### src/pkg/capcmp_regs.vh
// Purpose: register map and field constants for the capture/compare I/O block
// Assumes: APB, 32-bit words, one register per aligned word
// Notes:   offsets are byte addresses
`ifndef CAPCMP_REGS_VH
`define CAPCMP_REGS_VH

// ----------------------------------------------------------------
// register offsets
// ----------------------------------------------------------------
`define OFS_CH1_IOCTL 8'h00
`define OFS_CH2_IOCTL 8'h04
`define OFS_CH3_IOCTL_HI 8'h08
`define OFS_CH3_IOCTL_LO 8'h0C
`define OFS_CH3_MODE 8'h10
`define OFS_GREG_CH1A 8'h14
`define OFS_GREG_CH2A 8'h18
`define OFS_GREG_CH3A 8'h1C
`define OFS_GREG_CH3C 8'h20
`define OFS_IRQ_STATUS 8'h24
`define OFS_IRQ_MASK 8'h28
`define OFS_PIN_STATE 8'h2C

// ----------------------------------------------------------------
// field positions and reset values
// ----------------------------------------------------------------
`define FLD_ROLE 3
`define FLD_LVL 2
`define FLD_ACT_HI 1
`define FLD_ACT_LO 0
`define FLD_BUF_A 4
`define ACT_LOW 2'h1
`define ACT_HIGH 2'h2
`define ACT_TOGGLE 2'h3
`define RST_IOCTL 4'h0
`define RST_MASK 4'h0
`define NUM_UNITS 4

`endif

### src/rtl/capcmp_io_ctrl.v
// Purpose: per-register I/O control for general registers of channels 1-3
// Assumes: counter values and match strobes come from the timer core
// Notes:   units 0..3 are ch1 A, ch2 A, ch3 A, ch3 C
//
// Decided for this implementation: the APB interface to the registers and the placing of the registers.
`timescale 1ns/100ps
`include "capcmp_regs.vh"

module capcmp_io_ctrl #(
  parameter CW = 16
) (
  // clock and reset
  input wire clock,
  input wire rst_b,
  // apb slave
  input wire psel,
  input wire penable,
  input wire pwrite,
  input wire [7:0] paddr,
  input wire [31:0] pwdata,
  output wire pready,
  output reg [31:0] prdata,
  output wire pslverr,
  // timer core
  input wire [CW-1:0] ch1Count,
  input wire [CW-1:0] ch2Count,
  input wire [CW-1:0] ch3Count,
  input wire [3:0] compareHit,
  input wire ch0GregAEvent,
  input wire ch4CountStep,
  // pins, unit order ch1 A, ch2 A, ch3 A, ch3 C
  input wire [3:0] pinIn,
  output reg [3:0] pinOut,
  output reg [3:0] pinOe_b,
  // capture strobes and interrupt
  output reg [3:0] captureEvent,
  output wire irq
);

  // ----------------------------------------------------------------
  // decode helpers
  // ----------------------------------------------------------------
  // pin-source edge select per capture action
  function edgeHit;
    input [1:0] act;
    input rise;
    input fall;
    begin
      if (act[1]) begin
        edgeHit = rise | fall;
      end else if (act[0]) begin
        edgeHit = fall;
      end else begin
        edgeHit = rise;
      end
    end
  endfunction

  // ----------------------------------------------------------------
  // registers
  // ----------------------------------------------------------------
  reg [3:0] ioCtl [0:3];
  reg bufferModeA;
  wire [CW-1:0] greg [0:3];
  reg [3:0] irqStatus;
  reg [3:0] irqMask;
  reg [3:0] pinPrev;
  // per-unit flop outputs, gathered so each port has one driver
  wire [3:0] unitOut;
  wire [3:0] unitOe_b;
  wire [3:0] unitCap;

  wire apbWrite = psel & penable & pwrite;
  wire apbRead = psel & penable & ~pwrite;
  wire [CW-1:0] unitCount [0:3];
  wire [3:0] unitOff;
  wire [3:0] capHit;
  wire [3:0] cmpHit;
  wire [3:0] rise = pinIn & ~pinPrev;
  wire [3:0] fall = ~pinIn & pinPrev;
  reg addrOk;

  assign unitCount[0] = ch1Count;
  assign unitCount[1] = ch2Count;
  assign unitCount[2] = ch3Count;
  assign unitCount[3] = ch3Count;
  assign unitOff = {bufferModeA, 3'h0};

  // zero-wait slave
  assign pready = 1'b1;
  assign pslverr = psel & penable & ~addrOk;
  assign irq = |(irqStatus & irqMask);

  // outputs are plain copies of the per-unit flops
  always @* begin
    pinOut = unitOut;
    pinOe_b = unitOe_b;
    captureEvent = unitCap;
  end

  // ----------------------------------------------------------------
  // capture source selection per unit
  // ----------------------------------------------------------------
  // cascade from channel 0 A
  assign capHit[0] = ioCtl[0][`FLD_LVL] ? ch0GregAEvent :
    edgeHit(ioCtl[0][1:0], rise[0], fall[0]);
  assign capHit[1] = edgeHit(ioCtl[1][1:0], rise[1], fall[1]);

  genvar g;
  generate
    for (g = 2; g < 4; g = g + 1) begin : gCh3
      assign capHit[g] = ioCtl[g][`FLD_LVL] ? ch4CountStep :
        edgeHit(ioCtl[g][1:0], rise[g], fall[g]);
    end
  endgenerate

  // ----------------------------------------------------------------
  // per-unit pin, capture and compare logic
  // ----------------------------------------------------------------
  generate
    for (g = 0; g < 4; g = g + 1) begin : gUnit
      wire isCap = ioCtl[g][`FLD_ROLE];
      wire [1:0] act = ioCtl[g][1:0];
      reg outQ;
      reg oeQ;
      reg capQ;
      reg [CW-1:0] gregQ;
      reg [3:0] fieldSeen;
      assign cmpHit[g] = ~unitOff[g] & ~isCap & compareHit[g];
      assign unitOut[g] = outQ;
      assign unitOe_b[g] = oeQ;
      assign unitCap[g] = capQ;
      assign greg[g] = gregQ;
      always @(posedge clock) begin
        if (!rst_b) begin
          outQ <= 1'b0;
          oeQ <= 1'b1;
          capQ <= 1'b0;
          gregQ <= {CW{1'b0}};
          fieldSeen <= `RST_IOCTL;
        end else begin
          fieldSeen <= ioCtl[g];
          capQ <= ~unitOff[g] & isCap & capHit[g];
          if (unitOff[g] || isCap || act == 2'h0) begin
            oeQ <= 1'b1;
          end else begin
            oeQ <= 1'b0;
          end
          if (ioCtl[g] != fieldSeen) begin
            outQ <= ioCtl[g][`FLD_LVL];
          end else if (cmpHit[g]) begin
            case (act)
              `ACT_LOW: begin
                outQ <= 1'b0;
              end
              `ACT_HIGH: begin
                outQ <= 1'b1;
              end
              `ACT_TOGGLE: begin
                outQ <= ~outQ;
              end
              default: begin
                outQ <= outQ;
              end
            endcase
          end
          if (apbWrite && paddr == `OFS_GREG_CH1A + 8'h04 * g) begin
            gregQ <= pwdata[CW-1:0];
          end else if (~unitOff[g] && isCap && capHit[g]) begin
            gregQ <= unitCount[g];
          end
        end
      end
    end
  endgenerate

  // ----------------------------------------------------------------
  // control registers and sticky status
  // ----------------------------------------------------------------
  // set wins over read-clear so no event is lost
  always @(posedge clock) begin
    if (!rst_b) begin
      ioCtl[0] <= `RST_IOCTL;
      ioCtl[1] <= `RST_IOCTL;
      ioCtl[2] <= `RST_IOCTL;
      ioCtl[3] <= `RST_IOCTL;
      bufferModeA <= 1'b0;
      irqStatus <= 4'h0;
      irqMask <= `RST_MASK;
      pinPrev <= 4'h0;
    end else begin
      pinPrev <= pinIn;
      if (apbWrite) begin
        case (paddr)
          `OFS_CH1_IOCTL: begin
            ioCtl[0] <= pwdata[3:0];
          end
          `OFS_CH2_IOCTL: begin
            ioCtl[1] <= pwdata[3:0];
          end
          `OFS_CH3_IOCTL_HI: begin
            ioCtl[2] <= pwdata[3:0];
          end
          `OFS_CH3_IOCTL_LO: begin
            ioCtl[3] <= pwdata[3:0];
          end
          `OFS_CH3_MODE: begin
            bufferModeA <= pwdata[`FLD_BUF_A];
          end
          `OFS_IRQ_MASK: begin
            irqMask <= pwdata[3:0];
          end
          default: begin
            bufferModeA <= bufferModeA;
          end
        endcase
      end
      if (apbRead && paddr == `OFS_IRQ_STATUS) begin
        irqStatus <= captureEvent | cmpHit;
      end else begin
        irqStatus <= irqStatus | captureEvent | cmpHit;
      end
    end
  end

  // ----------------------------------------------------------------
  // read mux
  // ----------------------------------------------------------------
  always @* begin
    addrOk = 1'b1;
    prdata = 32'h0;
    case (paddr)
      `OFS_CH1_IOCTL: begin
        prdata[3:0] = ioCtl[0];
      end
      `OFS_CH2_IOCTL: begin
        prdata[3:0] = ioCtl[1];
      end
      `OFS_CH3_IOCTL_HI: begin
        prdata[3:0] = ioCtl[2];
      end
      `OFS_CH3_IOCTL_LO: begin
        prdata[3:0] = ioCtl[3];
      end
      `OFS_CH3_MODE: begin
        prdata[`FLD_BUF_A] = bufferModeA;
      end
      `OFS_GREG_CH1A: begin
        prdata[CW-1:0] = greg[0];
      end
      `OFS_GREG_CH2A: begin
        prdata[CW-1:0] = greg[1];
      end
      `OFS_GREG_CH3A: begin
        prdata[CW-1:0] = greg[2];
      end
      `OFS_GREG_CH3C: begin
        prdata[CW-1:0] = greg[3];
      end
      `OFS_IRQ_STATUS: begin
        prdata[3:0] = irqStatus;
      end
      `OFS_IRQ_MASK: begin
        prdata[3:0] = irqMask;
      end
      `OFS_PIN_STATE: begin
        prdata[3:0] = pinIn;
        prdata[7:4] = pinOut;
      end
      default: begin
        addrOk = 1'b0;
      end
    endcase
  end

endmodule

### config.mk
export PLATFORM = sky130hd
export DESIGN_NAME = capcmp_io_ctrl
export DESIGN_NICKNAME = d
export VERILOG_FILES = /design/src/rtl/capcmp_io_ctrl.v
export VERILOG_INCLUDE_DIRS = /design/src /design/src/pkg
export SDC_FILE = /design/constraint.sdc
export NUM_CORES = 1
export LEC_CHECK = 0
export BUFFER_PORTS_ARGS = -buffer_cell sky130_fd_sc_hd__buf_4
export CORE_MARGIN = 8
export CORE_UTILIZATION = 45
export DETAILED_ROUTE_END_ITERATION = 16
export MAX_ROUTING_LAYER = met4
export PLACE_DENSITY_LB_ADDON = 0.12
export SLEW_MARGIN = 25
export SYNTH_ARGS = -nofsm -noshare
export SYNTH_HDL_FRONTEND = slang
export SYNTH_SLANG_ARGS = --single-unit
### constraint.sdc
create_clock -name clock -period 2.3 [get_ports clock]
set_input_delay 0.46 -clock clock [delete_from_list [all_inputs] [get_ports clock]]
set_output_delay 0.46 -clock clock [all_outputs]
set_load 0.01 [all_outputs]
==> results of run 1 <==
cell usage after synthesis (3+ instances only):
cell      instances  share of area, %
dfxtp_1         105                32
o21ai_0          78               5.9
mux2i_1          61               9.2
nand2_1          53               3.0
a21oi_1          51               3.8
buf_4            34               3.8
and2_1           31               2.9
clkbuf_1         30               1.7
nor2_1           28               1.6
nand3_1          22               1.7
inv_1            18               1.0
a211oi_1         17               1.9
mux2_2           17               2.9
edfxtp_1         16               7.2
a22oi_1          14               1.6
buf_2            14               1.1
ha_1             14               2.6
nor2b_1          11               1.0
a311oi_1         10               1.3
nor3_1            9              0.68
xnor2_1           9               1.2
a31oi_1           6              0.56
and3_1            6              0.56
nand3b_1          6              0.68
a32o_1            5              0.75
o211ai_1          5              0.56
buf_6             4              0.68
xor2_1            4              0.53
a221oi_1          3              0.39
a32oi_1           3              0.39
a41oi_1           3              0.39
nand2b_1          3              0.28
nor4b_2           3              0.68
state kept, by name (all words and copies together) (netlist names):
name	count
irqMask	4
bufferModeA	1
gUnit.fieldSeen	16
gUnit.capQ	4
gUnit.outQ	4
ioCtl	16
irqStatus	4
gUnit.oeQ	4
pinPrev	4
gUnit.gregQ	64
final timing paths:
check,slack [ps],end,start,cells after the start
setup reg to reg,340,gUnit[2].outQ,ioCtl[2][1],7
hold reg to reg,410,gUnit[1].outQ,gUnit[1].fieldSeen[2],1
setup / recovery,-40,prdata[0],ioCtl[3][0],5
hold / removal,320,pinPrev[2],pinIn[2],3
per-layer routing:
layer / vias up / routed length (microns) / GRT usage (%)
li1: 2925 / - / -
met1: 2903 / 9390 / 27.9
met2: 192 / 10800 / 39.1
met3: 47 / 1240 / 5.40
met4: 0 / 845 / 11.5
met5: - / 0 / -
logic make-up after synthesis:
| kind of cell | share of synthesized area [%] |
|---|---|
| fa+ha+maj | 2.63 |
| mux | 12.0 |
| other cells | 0.113 |
| buf+inv | 8.33 |
| simple gates | 15.8 |
| xor+xnor | 1.71 |
| flops | 38.8 |
| compound gates | 20.5 |
cells in the final DEF, fill, tap and decap left out, drive strengths merged, types with 6 or more instances in the layout:
cell type  count
nand3b         6
a22oi         14
dfxtp        105
edfxtp        16
inv           18
o21ai         79
a31oi          6
conb          17
and3           6
buf          185
nand2         53
xnor2          9
ha            14
nand3         22
nor2          28
nor3           9
mux2i         61
clkinv         6
nor2b         11
clkbuf        23
a21oi         51
a211oi        17
and2          31
mux2          17
a311oi        12
worst max-delay path: stages (launching register included):
cell	delay, ps
edfxtp_1	520
mux2_2	320
nand4_1	100
nand2_1	60
o31a_1	320
buf_4	150
layout make-up:
cell class	instances	area (sq um)
fill	1285	5870
multi-input combinational	530	3680
sequential	121	2580
timing repair buffer	185	1450
clock buffer	23	510
tap	184	230
clock inverter	8	90.1
inverter	18	67.6
stage by stage:
stage / setup WS, ps / hold WS, ps / utilization, % / TNS, ps / total power, W
after floorplan: 93.6 / 399 / - / 0 / 0.00287
after global placement: -3.26 / 407 / 53.8 / -4.65 / 0.00319
after detailed placement: -38.4 / 406 / 53.8 / -484 / 0.00322
after CTS: -74.9 / 301 / 58.2 / -74.9 / 0.00592
after global routing: -106 / 319 / 59.5 / -178 / 0.00613
final: -42.3 / 317 / 59.5 / -42.3 / 0.00591
what timing repair did:
action / 4_1_cts / 5_1_grt
gates resized for setup: 5 / 15
buffers inserted: 1 / 16
endpoints found under the setup margin: 5 / 12
pin swaps: 3 / 3
gates cloned: 0 / 1
power groups by stage:
stage / registers, W / clock network (W) / logic [W]
3_3_place_gp: 0.00243 / 0 / 0.000766
4_1_cts: 0.00239 / 0.00273 / 0.000794
6_report: 0.00238 / 0.00269 / 0.000833
3_5_place_dp: 0.00243 / 0 / 0.000785
5_1_grt: 0.00239 / 0.00284 / 0.000902
2_1_floorplan: 0.00237 / 0 / 0.000497
==> results.md, run 1 <==
- CP required: 1840 ps
- MaxCap Viol Count: 0
- ANT cells: 0
- EDFF count, synth: 16
- Setup CP Type: flip-flop to output pin
- Vias in the first global route: 6040
- Starting Density: 46.0%
- Die height: 138 microns
- Clock-pin slew on the worst setup and hold paths: 60 ps
- First-pass GRT wire length: 33400 microns
- Outcome: complete, but fails checks
- Failing checks: setup timing
- DP HPWL: 16700 microns
- Antenna violations before repair: 0
- Worst min path class: primary input to flip-flop
- Syn Std Cell Area: 6660 sq um
- Tcrit/Tclk final: 102%
- Power Density: 686 nW/um^2
- Vias per cell: 5.68
- Hold Fails Final Rpt: 0
- Remaining antenna violation count: 0
- Clock latency on the worst-skew pair: 420 ps
- I/O pins: 150
- Gr ovfl total: 0
- CP startpoint kind: flip-flop
- Post-synth cell types: 63
- CP Max Fanout: 5
- Post-DP Area: 7790 sq um
- Vias: 6067
- Final #Nets: 990
- Pre-Repair DR Iteration Count: 4
- Largest net degree at the start of global routing: 42
- GR Util All Layers: 24.2%
- Mean post-synth cell area: 9.03 sq um
- Share of post-route cells with drive strength above 1: 28.2%
- Hold Buf Count CTS: 0
- CP Capture Type: output pin
- Routed len/inst: 20.8 microns
- Synth Instances: 737
- 1st-iter DRT viols: 404
- CTS H-tree depth: 4
- Clock Power Share: 45.6%
- Area Growth Syn to Fin: 29.3%
- Core area: 14500 sq um
- Net Sw Power: 0.00147 W
- Unrepaired setup endpoints after global routing: true
- DRT Wirelength: 22300 microns
- Cell row count: 44
- Comb power frac: 14.1%
- TritonCTS clock tree: yes
- LEAKAGE: 3.63 nW
- Drc violations: 0
- Slew Viols, Final: 0
- Asr flop ratio synth: 0%
- Finished Cell Area: 8610 sq um
- Post-synthesis sequential area ratio: 38.8%
- Critical path arrival: 1880 ps
- Layout Skew: 5.45 ps
- Peak supply drop: 0.000431 V
- Switching part of the total: 24.8%
- Seq cells post-synth: 121
- Root buffer cell: clkbuf_16
- Slew @ Worst Pin: 602 ps
- Dpl cells: 1019
- Final setup fails: 1
- CTS buffer count: 17
- Clock sinks: 121
- Most used DFF post-synth: dfxtp_1
- Worst setup margin: -42.3 ps
- Slew HR: 59.8%
- Non-Filler Instances: 1069
- Clock Path Buffers: 2
- Die Span X: 138 microns
- Fmax: 0.427 GHz
- Tmin final: 2340 ps
- Reg power frac: 40.3%
- Synth Warn #: 0
- Internal power: 0.00444 W
- Placer Congestion: 0.916
- Die ar.: 18900 sq um
- I/O Buffers: 116
No activity file was read; power rests on OpenSTA's default activity.
==> inputs of run 2 (changes only) <==
--- a/config.mk
+++ b/config.mk
@@ -7,8 +7,10 @@
 export NUM_CORES = 1
 export LEC_CHECK = 0
 export BUFFER_PORTS_ARGS = -buffer_cell sky130_fd_sc_hd__buf_4
+export CELL_PAD_IN_SITES_DETAIL_PLACEMENT = 2
+export CELL_PAD_IN_SITES_GLOBAL_PLACEMENT = 2
 export CORE_MARGIN = 8
-export CORE_UTILIZATION = 45
+export CORE_UTILIZATION = 35
 export DETAILED_ROUTE_END_ITERATION = 16
 export MAX_ROUTING_LAYER = met4
 export PLACE_DENSITY_LB_ADDON = 0.12
==> constraint.sdc (replaced) <==
create_clock -name clock -period 3 [get_ports clock]
set_input_delay 0.6 -clock clock [delete_from_list [all_inputs] [get_ports clock]]
set_output_delay 0.6 -clock clock [all_outputs]
set_load 0.01 [all_outputs]
==> run 2 against run 1 <==
Effect of this change:
- the run now ends clean
- power shrank 26%
- largest power group unchanged
- sequential power is 23% lower
- largest cell class unchanged
- combinational power decreased by 28%
- global-route usage down 1.2 points
==> results.md, run 2 (synthesized netlist as in run 1, its figures left out) <==
- Outcome: complete, no violations
- Vias: 6110
- CP max stage cell: a2111oi_0
- First-pass GRT wire length: 40700 microns
- Pre-Repair DR Iteration Count: 4
- Reg2reg path depth: 6
- Commonest non-fill, non-tap cell in the layout: buf_4
- Placer Congestion: 0.897
- Drc violations: 0
- Hold path start: gUnit[0].fieldSeen[2]
- Worst reg2reg startpoint: ioCtl[2][1]
- DRT Wirelength: 26400 microns
- Worst R2R Setup Slack: 900 ps
- Dpl cells: 1048
- Hold Buf Count CTS: 0
- CTS H-tree depth: 4
- Layout Skew: 14.5 ps
- Hold Fails Final Rpt: 0
- Clock Path Buffers: 2
- RR Endpoint: gUnit[2].outQ
- Setup CP Type: primary input to output pin
- Largest net degree at the start of global routing: 45
- Starting Density: 35.6%
- Slew @ Worst Pin: 668 ps
- Gr ovfl total: 0
- I/O Buffers: 116
- Non-Filler Instances: 1079
- Critical path arrival: 2290 ps
- Core area: 18700 sq um
- Fmax: 0.346 GHz
- Commonest non-fill, non-tap cells in the layout: 145 x buf_4, 105 x dfxtp_1, 78 x o21ai_0
- Clock-pin slew on the worst setup and hold paths: 50 ps
- CP startpoint kind: primary input
- Post-DP Area: 7640 sq um
- Critical path, cell by cell: buf_4, nor2b_1, a32oi_1, a2111oi_0, o31a_1, buf_4
- Power Density: 533 nW/um^2
- Routed len/inst: 24.5 microns
- Switching part of the total: 27.1%
- CP required: 2400 ps
- TritonCTS clock tree: yes
- Root buffer cell: clkbuf_16
- Reg power frac: 42.2%
- Area Growth Syn to Fin: 22.9%
- Finished Cell Area: 8180 sq um
- Post-cts resize count: 0
- Share of post-route cells with drive strength above 1: 23.9%
- Crit-path max cell delay: 630 ps
- Worst min path class: flip-flop to flip-flop
- Vias per cell: 5.66
- Internal power: 0.00318 W
- MaxCap Viol Count: 0
- DP HPWL: 19800 microns
- Tcrit/Tclk final: 96.4%
- Reg with most FFs: gUnit.gregQ
- Tmin final: 2890 ps
- Remaining antenna violation count: 0
- Comb power frac: 13.7%
- Crit path from: paddr[4]
- GR Util All Layers: 23.0%
- Cell row count: 50
- Fill count: 2027
- Final #Nets: 950
- LEAKAGE: 3.37 nW
- Reg area: 2580 sq um
- Final setup fails: 0
- Die Span X: 154 microns
- Final core utilization: 43.8%
- Min-Delay Path Depth: 1
- Tot Pwr: 0.00436 W
- Clock sinks: 121
- Net Sw Power: 0.00118 W
- Die ar.: 23700 sq um
- Max reg flops: 64
- Hold EP: gUnit[0].outQ
- Slew HR: 54.3%
- CP Capture Type: output pin
- I/O pins: 150
- Clock Power Share: 44.1%
- Setup bufs post-CTS: 0
- Vias in the first global route: 6919
- Setup TNS: 0 ps
- Die height: 154 microns
- CP dominant cell by count: buf_4
- Largest regs: gUnit.gregQ: 64 flops, gUnit.fieldSeen: 16 flops, ioCtl: 16 flops
- CTS buffer count: 17
- Unrepaired setup endpoints after global routing: false
- Multi-input gate area: 3610 sq um
- Antenna violations before repair: 0
- Peak supply drop: 0.000384 V
- ANT cells: 0
- 1st-iter DRT viols: 253
- CP Max Fanout: 12
- Clock latency on the worst-skew pair: 430 ps
- Slew Viols, Final: 0
## run 2: final cells by class
| class | count | area share [%] |
|---|---|---|
| Multi-Input combinational cell | 530 | 44.1 |
| Timing Repair Buffer | 145 | 13.3 |
| Tap cell | 234 | 3.58 |
| Inverter | 18 | 0.826 |
| Sequential cell | 121 | 31.6 |
| Clock inverter | 9 | 0.933 |
| Clock buffer | 22 | 5.67 |
## run 2: worst max-delay path by stage
stage                 endpoint  slack, ps  cells past startpoint
floorplan           prdata[10]        510                      6
global placement     prdata[3]        270                      7
detailed placement   prdata[0]        140                      6
CTS                  prdata[0]        110                      6
global route         prdata[0]         70                      6
finish               prdata[0]        110                      6
## run 2: metrics by stage
stage | hold WS, ps | setup slack [ps]
detailed placement | 416 | 136
finish | 419 | 108
global route | 433 | 66.1
global placement | 410 | 274
floorplan | 399 | 514
CTS | 423 | 108
## run 2: critical path: cells and delay by family
family,cells,cell delay (ps)
compound gates,3,1010
buf+inv,2,320
simple gates,1,370
## run 2: per-layer routing
metal	up-vias	track usage (%)	wire length, microns
li1	2839	-	-
met1	3090	24.1	10500
met2	141	41.4	14000
met3	40	5.66	1190
met4	0	8.17	649
met5	-	-	0
## run 2: power groups by stage
stage / clock network, W / logic [W] / registers, W
after floorplan: 0 / 0.000381 / 0.00182
after global placement: 0 / 0.000560 / 0.00187
after detailed placement: 0 / 0.000595 / 0.00187
after CTS: 0.00196 / 0.000603 / 0.00184
after global routing: 0.00202 / 0.000654 / 0.00185
final: 0.00193 / 0.000599 / 0.00184
==> inputs of run 3 (changes only) <==
==> constraint.sdc (replaced) <==
create_clock -name clock -period 3 [get_ports clock]
set_input_delay 0.3 -clock clock [delete_from_list [all_inputs] [get_ports clock]]
set_output_delay 0.3 -clock clock [all_outputs]
set_load 0.01 [all_outputs]
==> run 3 against run 2 <==
Effect of this change:
- clock skew fell by 4.5 ps
- register-to-register slack better by 70 ps
- critical endpoint unchanged
- sequential share of layout area is 0.11 points higher
- hold slack worse by 260 ps
- largest cell class unchanged
==> results.md, run 3 (synthesized netlist as in run 1, its figures left out) <==
- Outcome: complete, no violations
- 1st-iter DRT viols: 358
- RR Endpoint: gUnit[2].outQ
- Hold Buf Count CTS: 0
- Reg with most FFs: gUnit.gregQ
- Peak supply drop: 0.000385 V
- CP Capture Type: output pin
- Setup CP Type: flip-flop to output pin
- Gr ovfl total: 0
- CP startpoint kind: flip-flop
- Commonest non-fill, non-tap cell in the layout: buf_4
- CP Max Fanout: 5
- Routed len/inst: 24.7 microns
- Unrepaired setup endpoints after global routing: false
- GR Util All Layers: 23.0%
- Vias: 6058
- Top Family by Delay on Critical Path: compound AO/OA/AOI/OAI gates
- Non-Filler Instances: 1067
- Drc violations: 0
- DRT Wirelength: 26300 microns
- Worst reg2reg startpoint: ioCtl[2][1]
- Final core utilization: 43.6%
- CP max stage cell: edfxtp_1
- Hold EP: gUnit[3].gregQ[11]
- Pre-Repair DR Iteration Count: 4
- First-pass GRT wire length: 40300 microns
- Antenna violations before repair: 0
- DP HPWL: 19400 microns
- Min-Delay Path Depth: 3
- Worst hold slack: 155 ps
- Setup TNS: 0 ps
- Dpl cells: 1035
- Clock latency on the worst-skew pair: 430 ps
- Tcrit/Tclk final: 82.8%
- Fmax: 0.402 GHz
- Placer Congestion: 0.864
- Area Growth Syn to Fin: 22.5%
- ANT cells: 0
- Crit-path max cell delay: 500 ps
- Power Density: 564 nW/um^2
- I/O pins: 150
- Remaining antenna violation count: 0
- Slew @ Worst Pin: 763 ps
- Hold Fails Final Rpt: 0
- Root buffer cell: clkbuf_16
- Tmin final: 2480 ps
- Slew Viols, Final: 0
- LEAKAGE: 3.33 nW
- Post-cts resize count: 0
- CP bufs+invs: 1
- Worst R2R Setup Slack: 970 ps
- Clock Path Buffers: 2
- MaxCap Viol Count: 0
- Clock-pin slew on the worst setup and hold paths: 60 ps
- Max reg flops: 64
- Die height: 154 microns
- Final #Nets: 937
- Die ar.: 23700 sq um
- Slew HR: 48.9%
- Die Span X: 154 microns
- Critical path, cell by cell: mux2_2, a221oi_1, a211oi_1, o31a_1, buf_4
- Reg2reg path depth: 6
- Share of post-route cells with drive strength above 1: 22.6%
- Clock sinks: 121
- CP required: 2700 ps
- Tot Pwr: 0.00460 W
- I/O Buffers: 116
- Setup bufs post-CTS: 0
- CTS buffer count: 17
- Largest regs: gUnit.gregQ: 64 flops, gUnit.fieldSeen: 16 flops, ioCtl: 16 flops
- Layout Skew: 10.0 ps
- Vias in the first global route: 6978
- Critical path arrival: 2180 ps
- Largest net degree at the start of global routing: 73
- CTS H-tree depth: 4
- Cell row count: 50
- Core area: 18700 sq um
- Commonest non-fill, non-tap cells in the layout: 132 x buf_4, 105 x dfxtp_1, 78 x o21ai_0
- Final setup fails: 0
- TritonCTS clock tree: yes
- Hold path start: ch3Count[11]
- Vias per cell: 5.68
- Worst min path class: primary input to flip-flop
- Starting Density: 35.6%
## run 3: routing by layer
metal	vias up	global-route usage, %	part of all wire, %
li1	2804	-	-
met1	3024	23.6	39
met2	178	41.1	53
met3	52	5.38	5.0
met4	0	10.5	3.4
met5	-	-	0
## run 3: metrics by stage
step	setup slack (ps)	instance area, sq um
2_1_floorplan	1110	6710
6_report	515	8160
3_5_place_dp	682	7550
4_1_cts	506	8160
3_3_place_gp	750	7550
5_1_grt	455	8160
## run 3: power breakdown
part           switching (W)  total (W)  internal (W)
clock network       0.000768    0.00217       0.00140
registers          0.0000995    0.00184       0.00174
logic               0.000323   0.000591      0.000268
## run 3: worst max path at each step
stage,start,end,slack [ps],cells after the start
floorplan,paddr[7],prdata[10],1110,6
global route,ioCtl[2][0],prdata[0],460,5
detailed placement,paddr[4],prdata[4],680,6
global placement,paddr[4],prdata[4],750,6
finish,ioCtl[2][0],prdata[0],520,5
CTS,ioCtl[2][0],prdata[0],510,5
## run 3: worst register-to-register path, cell delays in order, from the launching register on
cell and delay [ps]:
edfxtp_1 560, inv_1 120, ha_1 330, nor2_1 60
o41ai_1 350, a2111oi_0 200, a2111o_1 310
## run 3: cell type report
cell class              instances  area (sq um)
fillers                      2057         10500
multi-input cells             530          3610
flip-flops and latches        121          2580
repair buffers                132           991
clock buffers                  25           497
well taps                     234           293
clock inverters                 7           114
inverters                      18          67.6
